[src/smp_pkg.sv]
// Constants, register map and state codes shared by the serial master port.
package smp_pkg;
   // Register addresses on the special function register port.
   localparam logic [7:0] ADDR_CLKDIV = 8'hd2;
   localparam logic [7:0] ADDR_STATUS = 8'hd3;
   localparam logic [7:0] ADDR_TXHOLD = 8'hd4;
   localparam logic [7:0] ADDR_RXHOLD = 8'hd5;
   localparam logic [7:0] ADDR_CTRL = 8'hd6;
   localparam logic [7:0] ADDR_IRQEN = 8'hd7;
   // Reset values.
   localparam logic [7:0] RST_CLKDIV = 8'h04;
   localparam logic [7:0] RST_STATUS = 8'h02;
   localparam logic [7:0] RST_CTRL = 8'h00;
   localparam logic [7:0] RST_IRQEN = 8'h00;
   // Control register bit positions.
   localparam int B_TX_ENABLE = 6;
   localparam int B_RX_ENABLE = 5;
   localparam int B_PORT_ENABLE = 4;
   localparam int B_AUTO_SEL = 3;
   localparam int B_LSB_FIRST = 2;
   localparam int B_IDLE_HIGH = 1;
   // Status and interrupt enable bit positions.
   localparam int B_BUSY = 4;
   localparam int B_XFER_END = 3;
   localparam int B_OVERRUN = 2;
   localparam int B_TX_EMPTY = 1;
   localparam int B_RX_FULL = 0;
   // Divider select field, last clock edge of a byte and receive buffer depth.
   localparam int DIV_LSB = 2;
   localparam logic [3:0] LAST_EDGE = 4'hf;
   localparam logic [1:0] BUF_DEPTH = 2'h2;
   // Engine states.
   typedef enum logic [1:0] {
      SMP_IDLE = 2'b00,
      SMP_LEAD = 2'b01,
      SMP_SHIFT = 2'b10,
      SMP_TRAIL = 2'b11
   } smp_state_t;
endpackage : smp_pkg

[src/smp_master.sv]
// Master-only serial peripheral port with register port and serial pins.
// How it works
// - Separate transmit and receive holding registers allow back-to-back bytes.
// - Idle clock level follows polarity; sample on falling or rising edge.
// - Outgoing bit changes on leading edge, stable at sampling edge.
// - Fixed phase: first bit is driven on the first clock edge.
// - Bit order select: 0 MSB first, 1 LSB first, both directions.
// - Serial clock period equals the sum of selected divisors.
// - Divider bits 7..2 weigh 128..4; reset value 04h.
// - Transmit and receive enables at control bits 6 and 5.
// - Transmit enable clear stops everything, clock held at idle level.
// - Control bit 4 enables the whole port.
// - Auto select drives select low around each byte.
// - Auto select clear: finish current byte, then select stays high.
// - Control register 1 bits 3..0 enable the four interrupt sources.
// - Transfer end flag, status bit 3, cleared by status read.
// - Overrun flag, status bit 2, cleared by status read.
// - Transmit empty clears on holding write, sets on shift load.
// - Receive full sets on byte arrival, clears on holding read.
// - Busy, status bit 4, is high while a byte is in progress.
// - Status resets to 02h and is read-only.
// - Transmit holding write-only at D4h, receive holding read-only at D5h.
// - Reset clears both control registers to 00h.
// - Each byte shifts 8 bits out while shifting 8 bits in.
// - Exactly one clock period per bit, no pulses between bytes.
`timescale 1ns/10ps
module smp_master (
   input wire logic clock,
   input wire logic resetn,
   input wire logic [7:0] sfr_addr,
   input wire logic [7:0] sfr_wdata,
   input wire logic sfr_wr,
   input wire logic sfr_rd,
   output logic [7:0] sfr_rdata,
   output logic irq,
   output logic serial_clock_out,
   output logic serial_data_out,
   output logic slave_select_out,
   input wire logic serial_data_in
);

   localparam int DIV_LSB = smp_pkg::DIV_LSB;

   // Half of the serial clock period in peripheral clocks.
   function automatic logic [7:0] fn_half(input logic [7:0] div);
      fn_half = {1'b0, div[7:DIV_LSB], 1'b0};
   endfunction : fn_half

   // Bit that leaves the shift register next.
   function automatic logic fn_outbit(input logic [7:0] sh, input logic lsb);
      fn_outbit = lsb ? sh[0] : sh[7];
   endfunction : fn_outbit

   // One shift step in the chosen bit order, taking a new bit in at the far end.
   function automatic logic [7:0] fn_shift(input logic [7:0] sh, input logic lsb,
                                           input logic din);
      fn_shift = lsb ? {din, sh[7:1]} : {sh[6:0], din};
   endfunction : fn_shift

   logic [7:0] serial_clock_divider;
   logic [7:0] serial_port_control;
   logic [7:0] serial_irq_enable;
   logic [7:0] transmit_holding;
   logic [7:0] receive_holding;
   logic tx_empty_flag;
   logic rx_full_flag;
   logic xfer_end_flag;
   logic overrun_flag;
   smp_pkg::smp_state_t st;
   logic [7:0] cnt;
   logic [3:0] edge_cnt;
   logic [7:0] shreg;
   logic [7:0] rxreg;
   logic [7:0] next_rxreg;
   logic [1:0] samp_dly;
   logic [1:0] done_dly;
   logic rx_s1;
   logic rx_s2;
   logic [7:0] buf_mem [0:1];
   logic buf_wptr;
   logic buf_rptr;
   logic [1:0] buf_count;

   // Decoded control fields.
   logic tx_enable;
   logic rx_enable;
   logic port_enable;
   logic auto_sel;
   logic lsb_first_sel;
   logic clock_idle_high;
   assign tx_enable = serial_port_control[smp_pkg::B_TX_ENABLE];
   assign rx_enable = serial_port_control[smp_pkg::B_RX_ENABLE];
   assign port_enable = serial_port_control[smp_pkg::B_PORT_ENABLE];
   assign auto_sel = serial_port_control[smp_pkg::B_AUTO_SEL];
   assign lsb_first_sel = serial_port_control[smp_pkg::B_LSB_FIRST];
   assign clock_idle_high = serial_port_control[smp_pkg::B_IDLE_HIGH];

   // Register port strobes.
   logic wr_tx;
   logic rd_rx;
   logic rd_stat;
   assign wr_tx = sfr_wr && (sfr_addr == smp_pkg::ADDR_TXHOLD);
   assign rd_rx = sfr_rd && (sfr_addr == smp_pkg::ADDR_RXHOLD);
   assign rd_stat = sfr_rd && (sfr_addr == smp_pkg::ADDR_STATUS);

   // Engine timing and events.
   logic run_ok;
   logic tick;
   logic busy;
   logic go;
   logic trail_edge;
   logic byte_done;
   logic [7:0] next_shreg;
   logic buf_in_valid;
   logic buf_in_ready;
   logic buf_out_valid;
   logic buf_out_ready;
   assign run_ok = port_enable && tx_enable;
   assign tick = (cnt == fn_half(serial_clock_divider) - 8'h01);
   assign busy = (st != smp_pkg::SMP_IDLE);
   // Start needs a queued byte and room for the answer; a full buffer stalls.
   assign go = run_ok && !tx_empty_flag && buf_in_ready;
   assign trail_edge = run_ok && (st == smp_pkg::SMP_SHIFT) && tick && edge_cnt[0];
   assign byte_done = trail_edge && (edge_cnt == smp_pkg::LAST_EDGE);
   assign next_shreg = fn_shift(shreg, lsb_first_sel, 1'b0);
   assign next_rxreg = fn_shift(rxreg, lsb_first_sel, rx_s2);
   assign buf_in_valid = done_dly[1] && rx_enable;
   assign buf_in_ready = (buf_count != smp_pkg::BUF_DEPTH);
   assign buf_out_valid = (buf_count != 2'h0);
   assign buf_out_ready = !rx_full_flag || rd_rx;

   // Two-flop synchroniser for the serial data input pin.
   always_ff @(posedge clock or negedge resetn) begin
      if (!resetn) begin
         rx_s1 <= 1'b0;
         rx_s2 <= 1'b0;
      end else begin
         rx_s1 <= serial_data_in;
         rx_s2 <= rx_s1;
      end
   end

   // Delayed sampling
   // The synchroniser lags two clocks, so the pin level at each sampling edge lands later.
   always_ff @(posedge clock or negedge resetn) begin
      if (!resetn) begin
         samp_dly <= 2'b00;
         done_dly <= 2'b00;
         rxreg <= 8'h00;
      end else begin
         samp_dly <= {samp_dly[0], trail_edge};
         done_dly <= {done_dly[0], byte_done};
         if (samp_dly[1]) begin
            rxreg <= next_rxreg;
         end
      end
   end

   // Software-written registers.
   always_ff @(posedge clock or negedge resetn) begin
      if (!resetn) begin
         serial_clock_divider <= smp_pkg::RST_CLKDIV;
         serial_port_control <= smp_pkg::RST_CTRL;
         serial_irq_enable <= smp_pkg::RST_IRQEN;
      end else if (sfr_wr) begin
         if (sfr_addr == smp_pkg::ADDR_CLKDIV) begin
            serial_clock_divider <= {sfr_wdata[7:DIV_LSB], 2'b00};
         end
         if (sfr_addr == smp_pkg::ADDR_CTRL) begin
            serial_port_control <= {1'b0, sfr_wdata[6:1], 1'b0};
         end
         if (sfr_addr == smp_pkg::ADDR_IRQEN) begin
            serial_irq_enable <= {4'h0, sfr_wdata[3:0]};
         end
      end
   end

   always_ff @(posedge clock or negedge resetn) begin
      if (!resetn) begin
         transmit_holding <= 8'h00;
      end else if (wr_tx) begin
         transmit_holding <= sfr_wdata;
      end
   end

   always_ff @(posedge clock or negedge resetn) begin
      if (!resetn) begin
         tx_empty_flag <= smp_pkg::RST_STATUS[smp_pkg::B_TX_EMPTY];
      end else if (st == smp_pkg::SMP_IDLE && go) begin
         tx_empty_flag <= 1'b1;
      end else if (wr_tx) begin
         tx_empty_flag <= 1'b0;
      end
   end

   // Receive buffer: two entries between the shifter and receive holding.
   always_ff @(posedge clock or negedge resetn) begin
      if (!resetn) begin
         buf_mem[0] <= 8'h00;
         buf_mem[1] <= 8'h00;
         buf_wptr <= 1'b0;
         buf_rptr <= 1'b0;
         buf_count <= 2'h0;
      end else begin
         if (buf_in_valid && buf_in_ready) begin
            buf_mem[buf_wptr] <= next_rxreg;
            buf_wptr <= ~buf_wptr;
         end
         if (buf_out_valid && buf_out_ready) begin
            buf_rptr <= ~buf_rptr;
         end
         buf_count <= buf_count + {1'b0, buf_in_valid && buf_in_ready}
                      - {1'b0, buf_out_valid && buf_out_ready};
      end
   end

   always_ff @(posedge clock or negedge resetn) begin
      if (!resetn) begin
         receive_holding <= 8'h00;
         rx_full_flag <= 1'b0;
      end else if (buf_out_valid && buf_out_ready) begin
         receive_holding <= buf_mem[buf_rptr];
         rx_full_flag <= 1'b1;
      end else if (rd_rx) begin
         rx_full_flag <= 1'b0;
      end
   end

   // Event flags; a new event wins over the clearing status read.
   always_ff @(posedge clock or negedge resetn) begin
      if (!resetn) begin
         xfer_end_flag <= 1'b0;
         overrun_flag <= 1'b0;
      end else begin
         if (byte_done && tx_empty_flag) begin
            xfer_end_flag <= 1'b1;
         end else if (rd_stat) begin
            xfer_end_flag <= 1'b0;
         end
         if (buf_in_valid && (rx_full_flag || buf_out_valid)) begin
            overrun_flag <= 1'b1;
         end else if (rd_stat) begin
            overrun_flag <= 1'b0;
         end
      end
   end

   logic [7:0] status_val;
   assign status_val = {3'b000, busy, xfer_end_flag, overrun_flag,
                        tx_empty_flag, rx_full_flag};

   // Read data is registered one cycle after the read strobe.
   always_ff @(posedge clock or negedge resetn) begin
      if (!resetn) begin
         sfr_rdata <= 8'h00;
      end else if (sfr_rd) begin
         unique case (sfr_addr)
            smp_pkg::ADDR_CLKDIV: sfr_rdata <= serial_clock_divider;
            smp_pkg::ADDR_STATUS: sfr_rdata <= status_val;
            smp_pkg::ADDR_RXHOLD: sfr_rdata <= receive_holding;
            smp_pkg::ADDR_CTRL: sfr_rdata <= serial_port_control;
            smp_pkg::ADDR_IRQEN: sfr_rdata <= serial_irq_enable;
            default: sfr_rdata <= 8'h00;
         endcase
      end
   end

   always_ff @(posedge clock or negedge resetn) begin
      if (!resetn) begin
         irq <= 1'b0;
      end else begin
         irq <= |(serial_irq_enable[3:0] & status_val[3:0]);
      end
   end

   // Half-period counter, running only while a byte is in progress.
   always_ff @(posedge clock or negedge resetn) begin
      if (!resetn) begin
         cnt <= 8'h00;
      end else if (!busy || tick || !run_ok) begin
         cnt <= 8'h00;
      end else begin
         cnt <= cnt + 8'h01;
      end
   end

   // Byte engine: select lead, sixteen clock edges, select trail.
   always_ff @(posedge clock or negedge resetn) begin
      if (!resetn) begin
         st <= smp_pkg::SMP_IDLE;
         edge_cnt <= 4'h0;
         shreg <= 8'h00;
         serial_clock_out <= 1'b0;
         serial_data_out <= 1'b0;
         slave_select_out <= 1'b1;
      end else if (!run_ok) begin
         st <= smp_pkg::SMP_IDLE;
         edge_cnt <= 4'h0;
         serial_clock_out <= clock_idle_high;
         slave_select_out <= 1'b1;
      end else begin
         unique case (st)
            smp_pkg::SMP_IDLE: begin
               serial_clock_out <= clock_idle_high;
               edge_cnt <= 4'h0;
               if (go) begin
                  st <= smp_pkg::SMP_LEAD;
                  shreg <= transmit_holding;
                  slave_select_out <= !auto_sel;
               end
            end
            smp_pkg::SMP_LEAD: begin
               if (tick) begin
                  st <= smp_pkg::SMP_SHIFT;
                  serial_clock_out <= !serial_clock_out;
                  serial_data_out <= fn_outbit(shreg, lsb_first_sel);
                  edge_cnt <= 4'h1;
               end
            end
            smp_pkg::SMP_SHIFT: begin
               if (tick) begin
                  serial_clock_out <= !serial_clock_out;
                  edge_cnt <= edge_cnt + 4'h1;
                  if (edge_cnt[0]) begin
                     shreg <= next_shreg;
                     if (edge_cnt == smp_pkg::LAST_EDGE) begin
                        st <= smp_pkg::SMP_TRAIL;
                     end
                  end else begin
                     serial_data_out <= fn_outbit(shreg, lsb_first_sel);
                  end
               end
            end
            smp_pkg::SMP_TRAIL: begin
               if (tick) begin
                  st <= smp_pkg::SMP_IDLE;
                  slave_select_out <= 1'b1;
               end
            end
         endcase
      end
   end
endmodule : smp_master

[config.mk]
export PLATFORM = sky130hd
export DESIGN_NAME = smp_master
export DESIGN_NICKNAME = d
export VERILOG_FILES = /design/src/smp_pkg.sv /design/src/smp_master.sv
export SDC_FILE = /design/constraint.sdc
export NUM_CORES = 1
export LEC_CHECK = 0
export ABC_AREA = 1
export BUFFER_PORTS_ARGS = -buffer_cell sky130_fd_sc_hd__buf_2
export CAP_MARGIN = 30
export CORE_ASPECT_RATIO = 1.75
export CORE_MARGIN = 4
export CORE_UTILIZATION = 61
export CTS_CLUSTER_SIZE = 25
export DETAILED_ROUTE_END_ITERATION = 6
export PLACE_DENSITY = 0.89
export SLEW_MARGIN = 10
export SYNTH_ARGS = -nofsm -noshare
export SYNTH_HDL_FRONTEND = slang
export SYNTH_SLANG_ARGS = --single-unit
export TNS_END_PERCENT = 20
[constraint.sdc]
create_clock -name clock -period 2.1 [get_ports clock]
set_input_delay 0.21 -clock clock [delete_from_list [all_inputs] [get_ports clock]]
set_output_delay 0.21 -clock clock [all_outputs]
set_load 0.03 [all_outputs]
==> impl_metrics.env, run 1 <==
export IMPL_seq_area_frac_synth_pct=50.7
export IMPL_yosys_area_share_simple_pct=25.1
export IMPL_cts_tree="built"
export IMPL_clock_power_share_pct=43.4
export IMPL_ys_types=37
export IMPL_path_max_fanout=4
export IMPL_fmax_ghz=0.466
export IMPL_antenna_found_initial=1
export IMPL_grt_max_degree=48
export IMPL_avgSynthCellArea_um2=8.16
export IMPL_die_area_um2=10000
export IMPL_power_density_nw_per_um2=723
export IMPL_syn_instance_count=630
export IMPL_clockRootBuffer="clkbuf_16"
export IMPL_crit_required_ps=2370
export IMPL_p_comb_share_pct=7.2
export IMPL_grt_pass1_wl_mm=20.9
export IMPL_total_power_uw=4250
export IMPL_fin_cells=773
export IMPL_port_buffers=32
export IMPL_drt_pass1_iterations=7
export IMPL_wl_per_cell_um=16.5
export IMPL_seq_power_share_pct=49.4
export IMPL_synth_top_family_by_area="simple AND/OR/NAND/NOR gates"
export IMPL_synth_seq_cells=104
export IMPL_dp_cells=753
export IMPL_finalCriticalPeriod_ps=2150
export IMPL_grt_pass1_vias=4501
export IMPL_setup_viol=3
export IMPL_p_sw_uw=1040
export IMPL_initial_core_util_pct=62.2
export IMPL_postLayoutSetupSlackWorst_ps=-47.0
export IMPL_status="finished, violations left"
export IMPL_hp_class="in -> reg"
export IMPL_crit_arrival_ps=2420
export IMPL_cp_end_kind="register"
export IMPL_via_per_inst=5.91
export IMPL_intPower_uw=3220
export IMPL_drive_above_1_share_pct=16.6
export IMPL_layout_nets=706
export IMPL_num_vias=4572
export IMPL_numCtsBuffers=9
export IMPL_synth_compound_area_share_pct=11.9
export IMPL_switching_share_pct=24.4
export IMPL_routed_wirelength_mm=12.8
export IMPL_io_pin_count=33
export IMPL_ys_warn_count=0
export IMPL_synthesis_nets=661
export IMPL_p_leak_uw=0.00291
export IMPL_synth_xor_area_share_pct=1.02
export IMPL_slew_limit_headroom_pct=60.6
export IMPL_drc_errors=1
export IMPL_overflow=0
export IMPL_fp_dieW_um=77.4
export IMPL_muxShareOfSynthArea_pct=1.97
export IMPL_maxSlewViolCount=0
export IMPL_clockBufferDepth=2
export IMPL_place_gp_congestion=0.998
export IMPL_synth_area_um2=5140
export IMPL_dp_hpwl_mm=9.16
export IMPL_maxCapViolCount=0
export IMPL_skew_ps=7.50
export IMPL_path_class="reg -> reg"
export IMPL_drtIter0Drc=413
export IMPL_hold_viol=0
export IMPL_clock_latency_ps=350
export IMPL_rows=44
export IMPL_core_area_um2=8260
export IMPL_tightest_slew_ps=589
export IMPL_synthAdderAreaFrac_pct=2.43
export IMPL_start_kind="register"
export IMPL_die_h_um=129
export IMPL_area_growth_pct=14.4
export IMPL_detail_route_antenna_nets=0
export IMPL_rsz0062_at_grt="yes"
export IMPL_track_usage_pct=26.6
export IMPL_cts_sinks=104
export IMPL_fin_crit_sh_pct=102
export IMPL_path_clk_slew_ps=70
export IMPL_max_vdd_ir_drop_uv=543
export IMPL_violations="DRC, setup timing"
export IMPL_cts_max_level=3
-- per-layer routing --
metal  vias to the layer above  wire (µm)  GRT usage [%]
met2                       218       6560           46.5
met4                         0        740           16.4
met1                      2165       4680           29.8
met3                        64        767           5.15
met5                         -          0              0
li1                       2125          -              -
-- flip-flops by register name, summed over array words and instances (netlist names), 6 cells and up --
name and cells:
buf_mem 16, transmit_holding 8, cnt 8, serial_clock_divider 6, receive_holding 8, serial_port_control 6, rxreg 8, shreg 8
sfr_rdata 8
-- Yosys cell counts --
cell type | instances | area [µm²]
o21ai_0 | 60 | 300
nor3b_1 | 3 | 22.5
o21ai_1 | 9 | 45.0
o21a_1 | 5 | 37.5
dfrtp_1 | 101 | 2530
nand3_1 | 21 | 105
a211oi_2 | 1 | 12.5
buf_6 | 2 | 22.5
inv_1 | 70 | 263
o2111ai_1 | 2 | 17.5
o22ai_1 | 5 | 31.3
nor2_1 | 50 | 188
xnor2_1 | 1 | 8.76
clkbuf_1 | 9 | 33.8
nor2_2 | 2 | 12.5
nor4_2 | 1 | 12.5
buf_1 | 1 | 3.75
mux2_2 | 9 | 101
nor2_4 | 3 | 33.8
ha_1 | 10 | 125
nor3_1 | 7 | 35.0
inv_2 | 6 | 22.5
nand2_1 | 198 | 743
a21oi_1 | 8 | 40.0
dfstp_2 | 3 | 78.8
o211ai_1 | 1 | 7.51
a31oi_1 | 8 | 50.1
nor4_1 | 2 | 12.5
nand3_2 | 3 | 30.0
nand4_1 | 9 | 56.3
xor2_1 | 5 | 43.8
clkinv_1 | 1 | 3.75
nor3b_2 | 1 | 12.5
nand2_2 | 4 | 25.0
clkinv_2 | 1 | 5.00
a21oi_2 | 1 | 8.76
o21ai_2 | 7 | 61.3
-- cell families after synthesis --
group / after synthesis
multiplexers: 9
flip-flops: 104
AND/OR/NAND/NOR: 304
AO/OA/AOI/OAI: 107
adder cells (fa/ha/maj): 10
XOR/XNOR: 6
buffers and inverters: 90
-- path summary, 6_finish.rpt --
check / cells after the start / slack [ps] / startpoint / to
max: 13 / -50 / serial_clock_divider[2] / xfer_end_flag
min reg2reg: 0 / 360 / rx_s1 / rx_s2
max reg2reg: 13 / -50 / serial_clock_divider[2] / xfer_end_flag
min: 3 / 160 / sfr_rd / sfr_rdata[7]
min in group asynchronous: 2 / 370 / resetn / sfr_rdata[7]
max in group asynchronous: 3 / 990 / resetn / tx_empty_flag
-- critical path, cell delays in order, from the launching register on --
cell and delay (ps):
dfstp_2 540, inv_2 50, ha_4 270, inv_2 30, nand2_1 70, nand2_1 70
nor2_2 120, nand3_2 100, nor2_4 180, nand3_2 120, buf_6 150, nor3b_4 210
nand2_1 70, o21ai_1 80
-- power by group through the flow --
stage / clock [µW] / sequential, µW / combinational, µW
global route: 1920 / 2110 / 343
global placement: 0 / 2140 / 278
detailed placement: 0 / 2140 / 289
finish: 1850 / 2100 / 306
floorplan: 0 / 2140 / 153
CTS: 1840 / 2100 / 301
-- layout by cell type (no fill, tap or decap), types with 6 or more instances in the layout --
| master | n |
|---|---|
| nor3_1 | 7 |
| a21oi_1 | 7 |
| nand2_1 | 195 |
| buf_4 | 11 |
| inv_1 | 69 |
| o21ai_0 | 59 |
| nand3_1 | 18 |
| buf_2 | 31 |
| nor2_1 | 48 |
| o21ai_1 | 10 |
| nand4_1 | 9 |
| a31oi_1 | 8 |
| inv_2 | 7 |
| ha_1 | 9 |
| clkbuf_16 | 9 |
| dfrtp_1 | 101 |
| o21ai_2 | 7 |
| mux2_2 | 9 |
| nand3_2 | 6 |
-- layout make-up --
cell class              instances  area [µm²]
diodes                          1        2.50
clock buffers                   9         225
clock inverters                 7         100
fillers                       582        2380
inverters                      78         294
multi-input cells             436        2250
flip-flops and latches        104        2610
well taps                      92         115
repair buffers                 46         289
-- through the flow --
step	setup WS (ps)	hold WS, ps	instance area, µm²	TNS [ps]	utilization, %
6_report	-47.0	161	5880	-74.5	71.2
4_1_cts	5.99	157	5840	0	70.8
2_1_floorplan	129	-85.6	5140	0	-
5_1_grt	-123	177	5880	-1510	71.2
3_5_place_dp	-77.4	221	5450	-729	66.0
3_3_place_gp	41.7	211	5450	0	66.0
-- repair_timing --
item / CTS / global route
buffers inserted: 1 / 0
endpoints found under the setup margin: 25 / 22
pin swaps: 3 / 6
endpoints found under the hold margin: 37 / 0
gates resized for setup: 7 / 10
hold buffers: 2 / 0
Note: power is estimated with default switching activity, not from simulation.
==> run 2, diff against run 1 <==
--- a/config.mk
+++ b/config.mk
@@ -13,7 +13,7 @@
 export CORE_UTILIZATION = 61
 export CTS_CLUSTER_SIZE = 25
 export DETAILED_ROUTE_END_ITERATION = 6
-export PLACE_DENSITY = 0.89
+export PLACE_DENSITY = 0.8
 export SLEW_MARGIN = 10
 export SYNTH_ARGS = -nofsm -noshare
 export SYNTH_HDL_FRONTEND = slang
==> impl_metrics.env, run 2 (same netlist as run 1, synthesis figures left out) <==
export IMPL_status="complete, no violations"
export IMPL_hold_viol=0
export IMPL_rows=44
export IMPL_core_area_um2=8260
export IMPL_largest_register="buf_mem"
export IMPL_p_leak_uw=0.00291
export IMPL_overflow=0
export IMPL_path_class="reg -> reg"
export IMPL_maxCapViolCount=0
export IMPL_path_max_fanout=4
export IMPL_clock_latency_ps=350
export IMPL_drive_above_1_share_pct=17.1
export IMPL_mostFrequentLayoutCells="nand2_1, dfrtp_1, inv_1"
export IMPL_cts_max_level=3
export IMPL_place_gp_congestion=1.01
export IMPL_die_area_um2=10000
export IMPL_drc_errors=0
export IMPL_cp_end_kind="register"
export IMPL_grt_pass1_wl_mm=20.2
export IMPL_cp_slowest_cell="dfstp_2"
export IMPL_critPathMostFrequentCell="nand3_2"
export IMPL_track_usage_pct=25.7
export IMPL_grt_pass1_vias=4290
export IMPL_postLayoutSetupSlackWorst_ps=15.2
export IMPL_path_cells="inv_2 > ha_4 > nand2_1 > nand3_2 > nor2_2 > nand3_2 > nor2_4 > nand3_2 > buf_6 > nor3b_4 > nand2_1 > o21ai_1"
export IMPL_start_kind="register"
export IMPL_fin_cells=776
export IMPL_area_growth_pct=14.4
export IMPL_grtUsageMet1_pct=29.8
export IMPL_n_antenna_cell=0
export IMPL_cts_tree="built"
export IMPL_grt_busiest_layer="met2"
export IMPL_fin_crit_sh_pct=99.3
export IMPL_io_pin_count=33
export IMPL_dp_hpwl_mm=8.92
export IMPL_hp_class="in -> reg"
export IMPL_drtIter0Drc=408
export IMPL_detail_route_antenna_nets=0
export IMPL_fmax_ghz=0.480
export IMPL_initial_core_util_pct=62.2
export IMPL_fp_dieW_um=77.4
export IMPL_pre_cts_ws_ps=18.4
export IMPL_drt_pass1_iterations=6
export IMPL_finalSetupTns_ps=0
export IMPL_skew_ps=8.40
export IMPL_antenna_found_initial=0
export IMPL_finalCriticalPeriod_ps=2080
export IMPL_maxSlewViolCount=0
export IMPL_via_per_inst=5.72
export IMPL_dp_cells=757
export IMPL_max_vdd_ir_drop_uv=717
export IMPL_slew_limit_headroom_pct=59.6
export IMPL_port_buffers=32
export IMPL_worstHoldPathCells=3
export IMPL_die_h_um=129
export IMPL_tightest_slew_ps=606
export IMPL_routed_wirelength_mm=12.1
export IMPL_crit_required_ps=2370
export IMPL_hold_ws_ps=180
export IMPL_largest_reg_flops=16
export IMPL_layout_nets=711
export IMPL_met2_usage_pct=45.8
export IMPL_power_density_nw_per_um2=685
export IMPL_wl_per_cell_um=15.6
export IMPL_postPlaceCellArea_um2=5480
export IMPL_rsz0062_at_grt="yes"
export IMPL_grt_util_met3_pct=4.38
export IMPL_max_stage_delay_ps=540
export IMPL_path_clk_slew_ps=70
export IMPL_num_vias=4436
export IMPL_numCtsBuffers=9
export IMPL_fin_area_um2=5880
export IMPL_clockRootBuffer="clkbuf_16"
export IMPL_layout_commonest_cell="nand2_1"
export IMPL_clockBufferDepth=2
export IMPL_grt_max_degree=48
export IMPL_setup_viol=0
export IMPL_crit_arrival_ps=2360
export IMPL_reg2regPathDepth=12
export IMPL_cts_sinks=104
run 2: cell types whose count changed in the layout (fill, tap and decap cells not counted), sizes merged:
cell	before	now
buf	44	49
clkbuf	9	13
inv	79	76
bufinv	2	0
clkinv	4	3
clkinvlp	0	1
diode	1	0
run 2: layout make-up:
| cell class | count | area [µm²] |
|---|---|---|
| inverters | 78 | 294 |
| clock inverters | 2 | 12.5 |
| multi-input cells | 436 | 2240 |
| fillers | 621 | 2380 |
| flip-flops and latches | 104 | 2610 |
| well taps | 92 | 115 |
| repair buffers | 51 | 327 |
| clock buffers | 13 | 280 |
run 2: path summary, 6_finish.rpt:
path,to,from,slack [ps]
min in group asynchronous,sfr_rdata[7],resetn,430
worst min register to register,rx_s2,rx_s1,350
worst max-delay path,xfer_end_flag,serial_clock_divider[2],20
worst max register to register,xfer_end_flag,serial_clock_divider[2],20
max in group asynchronous,slave_select_out,resetn,930
worst min-delay path,sfr_rdata[7],sfr_rd,180
run 2: through the flow:
stage	utilization, %	power (µW)
3_5_place_dp	66.4	2430
6_report	71.2	4030
5_1_grt	71.2	4180
4_1_cts	70.3	4040
2_1_floorplan	-	2290
3_3_place_gp	66.4	2420
run 2: metal layers:
layer,part of all wire (%),up-vias
li1,-,2127
met1,38,2101
met2,54,165
met3,4.6,43
met4,3.5,0
met5,0,-
run 2: power by group:
part | leakage [µW] | switching (µW) | internal [µW]
clock | 0.000144 | 697 | 925
combinational | 0.00137 | 204 | 99.8
sequential | 0.00140 | 40.9 | 2060
run 2: worst max-delay path, delay by kind of cell (launching register included):
| family | cells | cell delay [ps] |
|---|---|---|
| buffers and inverters | 2 | 200 |
| AND/OR/NAND/NOR | 8 | 960 |
| adder cells (fa/ha/maj) | 1 | 240 |
| AO/OA/AOI/OAI | 1 | 60 |
| flip-flops | 1 | 540 |
run 2: timing repair:
item                                   CTS  global route
hold buffers                             2             0
gates resized for setup                  3            14
pin swaps                                0             7
buffers inserted                         0             2
setup endpoints to repair                4            24
endpoints found under the hold margin   46             0
==> run 3, diff against run 2 <==
--- a/config.mk
+++ b/config.mk
@@ -13,7 +13,7 @@
 export CORE_UTILIZATION = 61
 export CTS_CLUSTER_SIZE = 25
 export DETAILED_ROUTE_END_ITERATION = 6
-export PLACE_DENSITY = 0.8
+export PLACE_DENSITY = 0.78
 export SLEW_MARGIN = 10
 export SYNTH_ARGS = -nofsm -noshare
 export SYNTH_HDL_FRONTEND = slang
==> impl_metrics.env, run 3 (same netlist as run 1, synthesis figures left out) <==
export IMPL_fill_cells=679
export IMPL_skew_ps=6.39
export IMPL_cts_sinks=104
export IMPL_maxSlewViolCount=0
export IMPL_layout_nets=709
export IMPL_grt_pass1_wl_mm=19.9
export IMPL_fmax_ghz=0.484
export IMPL_clockRootBuffer="clkbuf_16"
export IMPL_grt_max_degree=62
export IMPL_layout_commonest_cell="nand2_1"
export IMPL_max_vdd_ir_drop_uv=814
export IMPL_status="complete, no violations"
export IMPL_hp_class="in -> reg"
export IMPL_mostFrequentLayoutCells="nand2_1, dfrtp_1, inv_1"
export IMPL_cts_tree="built"
export IMPL_slew_limit_headroom_pct=58.3
export IMPL_numCtsBuffers=9
export IMPL_via_per_inst=5.54
export IMPL_worstHoldPathCells=3
export IMPL_p_leak_uw=0.00292
export IMPL_clock_power_share_pct=42.3
export IMPL_tightest_slew_ps=619
export IMPL_rsz0062_at_grt="yes"
export IMPL_n_antenna_cell=0
export IMPL_wl_per_cell_um=15.6
export IMPL_p_sw_uw=969
export IMPL_place_gp_congestion=0.941
export IMPL_fin_util_pct=71.6
export IMPL_io_pin_count=33
export IMPL_hold_viol=0
export IMPL_grt_util_met3_pct=3.82
export IMPL_die_area_um2=10000
export IMPL_switching_share_pct=23.2
export IMPL_drt_pass1_iterations=5
export IMPL_drtIter0Drc=350
export IMPL_routed_wirelength_mm=12.1
export IMPL_detail_route_antenna_nets=0
export IMPL_core_area_um2=8260
export IMPL_grt_pass1_vias=4186
export IMPL_grtUsageMet1_pct=29.2
export IMPL_dp_hpwl_mm=8.94
export IMPL_cp_end_kind="register"
export IMPL_drc_errors=0
export IMPL_path_max_fanout=3
export IMPL_finalCriticalPeriod_ps=2070
export IMPL_rows=44
export IMPL_intPower_uw=3200
export IMPL_die_h_um=129
export IMPL_setup_viol=0
export IMPL_antenna_found_initial=0
export IMPL_reg2regPathDepth=12
export IMPL_seq_power_share_pct=50.4
export IMPL_start_kind="register"
export IMPL_largest_reg_flops=16
export IMPL_clock_latency_ps=350
export IMPL_crit_required_ps=2380
export IMPL_cts_max_level=3
export IMPL_met2_usage_pct=47.2
export IMPL_port_buffers=32
export IMPL_fp_dieW_um=77.4
export IMPL_fin_crit_sh_pct=98.4
export IMPL_track_usage_pct=25.6
export IMPL_crit_arrival_ps=2350
export IMPL_initial_core_util_pct=62.2
export IMPL_num_vias=4288
export IMPL_clockBufferDepth=2
export IMPL_path_clk_slew_ps=70
export IMPL_power_density_nw_per_um2=705
export IMPL_drive_above_1_share_pct=17.3
export IMPL_p_comb_share_pct=7.3
export IMPL_maxCapViolCount=0
export IMPL_total_power_uw=4170
export IMPL_path_class="reg -> reg"
export IMPL_overflow=0
export IMPL_largest_register="buf_mem"
export IMPL_grt_busiest_layer="met2"
export IMPL_area_growth_pct=15.0
[run 3: what timing repair did]
item	in CTS	in global routing
hold buffers	2	0
buffers inserted	0	1
pin swaps	1	9
gates resized for setup	4	17
hold endpoints to repair	14	0
endpoints found under the setup margin	16	26
[run 3: worst max-delay path, stage by stage (launching register included)]
cell,delay [ps]
dfstp_2,540
inv_2,50
ha_4,210
nand2_1,80
nand3_2,90
nor2_4,120
nand3_2,90
nor2_4,180
nand3_2,120
buf_6,150
nor3b_4,220
nand2_1,90
o21ai_1,70
[run 3: cell type report]
type	count	area [µm²]	share of cell area (%)
sequential	104	2610	44.1
multi-input combinational	436	2260	38.3
timing repair buffer	49	324	5.48
inverter	78	294	4.97
clock buffer	10	229	3.87
tap	92	115	1.95
clock inverter	5	81.3	1.38
[run 3: worst paths after layout]
| kind | start | end | slack, ps |
|---|---|---|---|
| setup reg to reg | serial_clock_divider[2] | xfer_end_flag | 30 |
| hold / removal | sfr_rd | sfr_rdata[7] | 160 |
| max in group asynchronous | resetn | slave_select_out | 1180 |
| hold reg to reg | rx_s1 | rx_s2 | 360 |
| min in group asynchronous | resetn | sfr_rdata[6] | 250 |
| setup / recovery | serial_clock_divider[2] | xfer_end_flag | 30 |
[run 3: layer usage]
metal | up-vias | share of wire [%]
met5 | - | 0
met4 | 0 | 3.0
met3 | 25 | 4.1
met2 | 122 | 54
met1 | 2018 | 39
li1 | 2123 | -
[run 3: per-stage QoR]
| step | setup slack, ps | area, µm² | cells | hold WS, ps | setup TNS (ps) |
|---|---|---|---|---|---|
| floorplan | 129 | 5140 | 630 | -85.6 | 0 |
| global placement | -17.1 | 5490 | 756 | 75.2 | -17.1 |
| detailed placement | -46.0 | 5490 | 756 | 79.0 | -205 |
| CTS | 16.1 | 5830 | 773 | 151 | 0 |
| global route | -73.1 | 5910 | 774 | 172 | -149 |
| finish | 32.6 | 5910 | 774 | 157 | 0 |
[run 3: power groups by stage]
stage | sequential (µW) | combinational (µW) | clock (µW)
after floorplan | 2140 | 153 | 0
after global placement | 2130 | 281 | 0
after detailed placement | 2140 | 291 | 0
after CTS | 2100 | 296 | 1790
after global routing | 2110 | 342 | 1860
final | 2100 | 303 | 1760
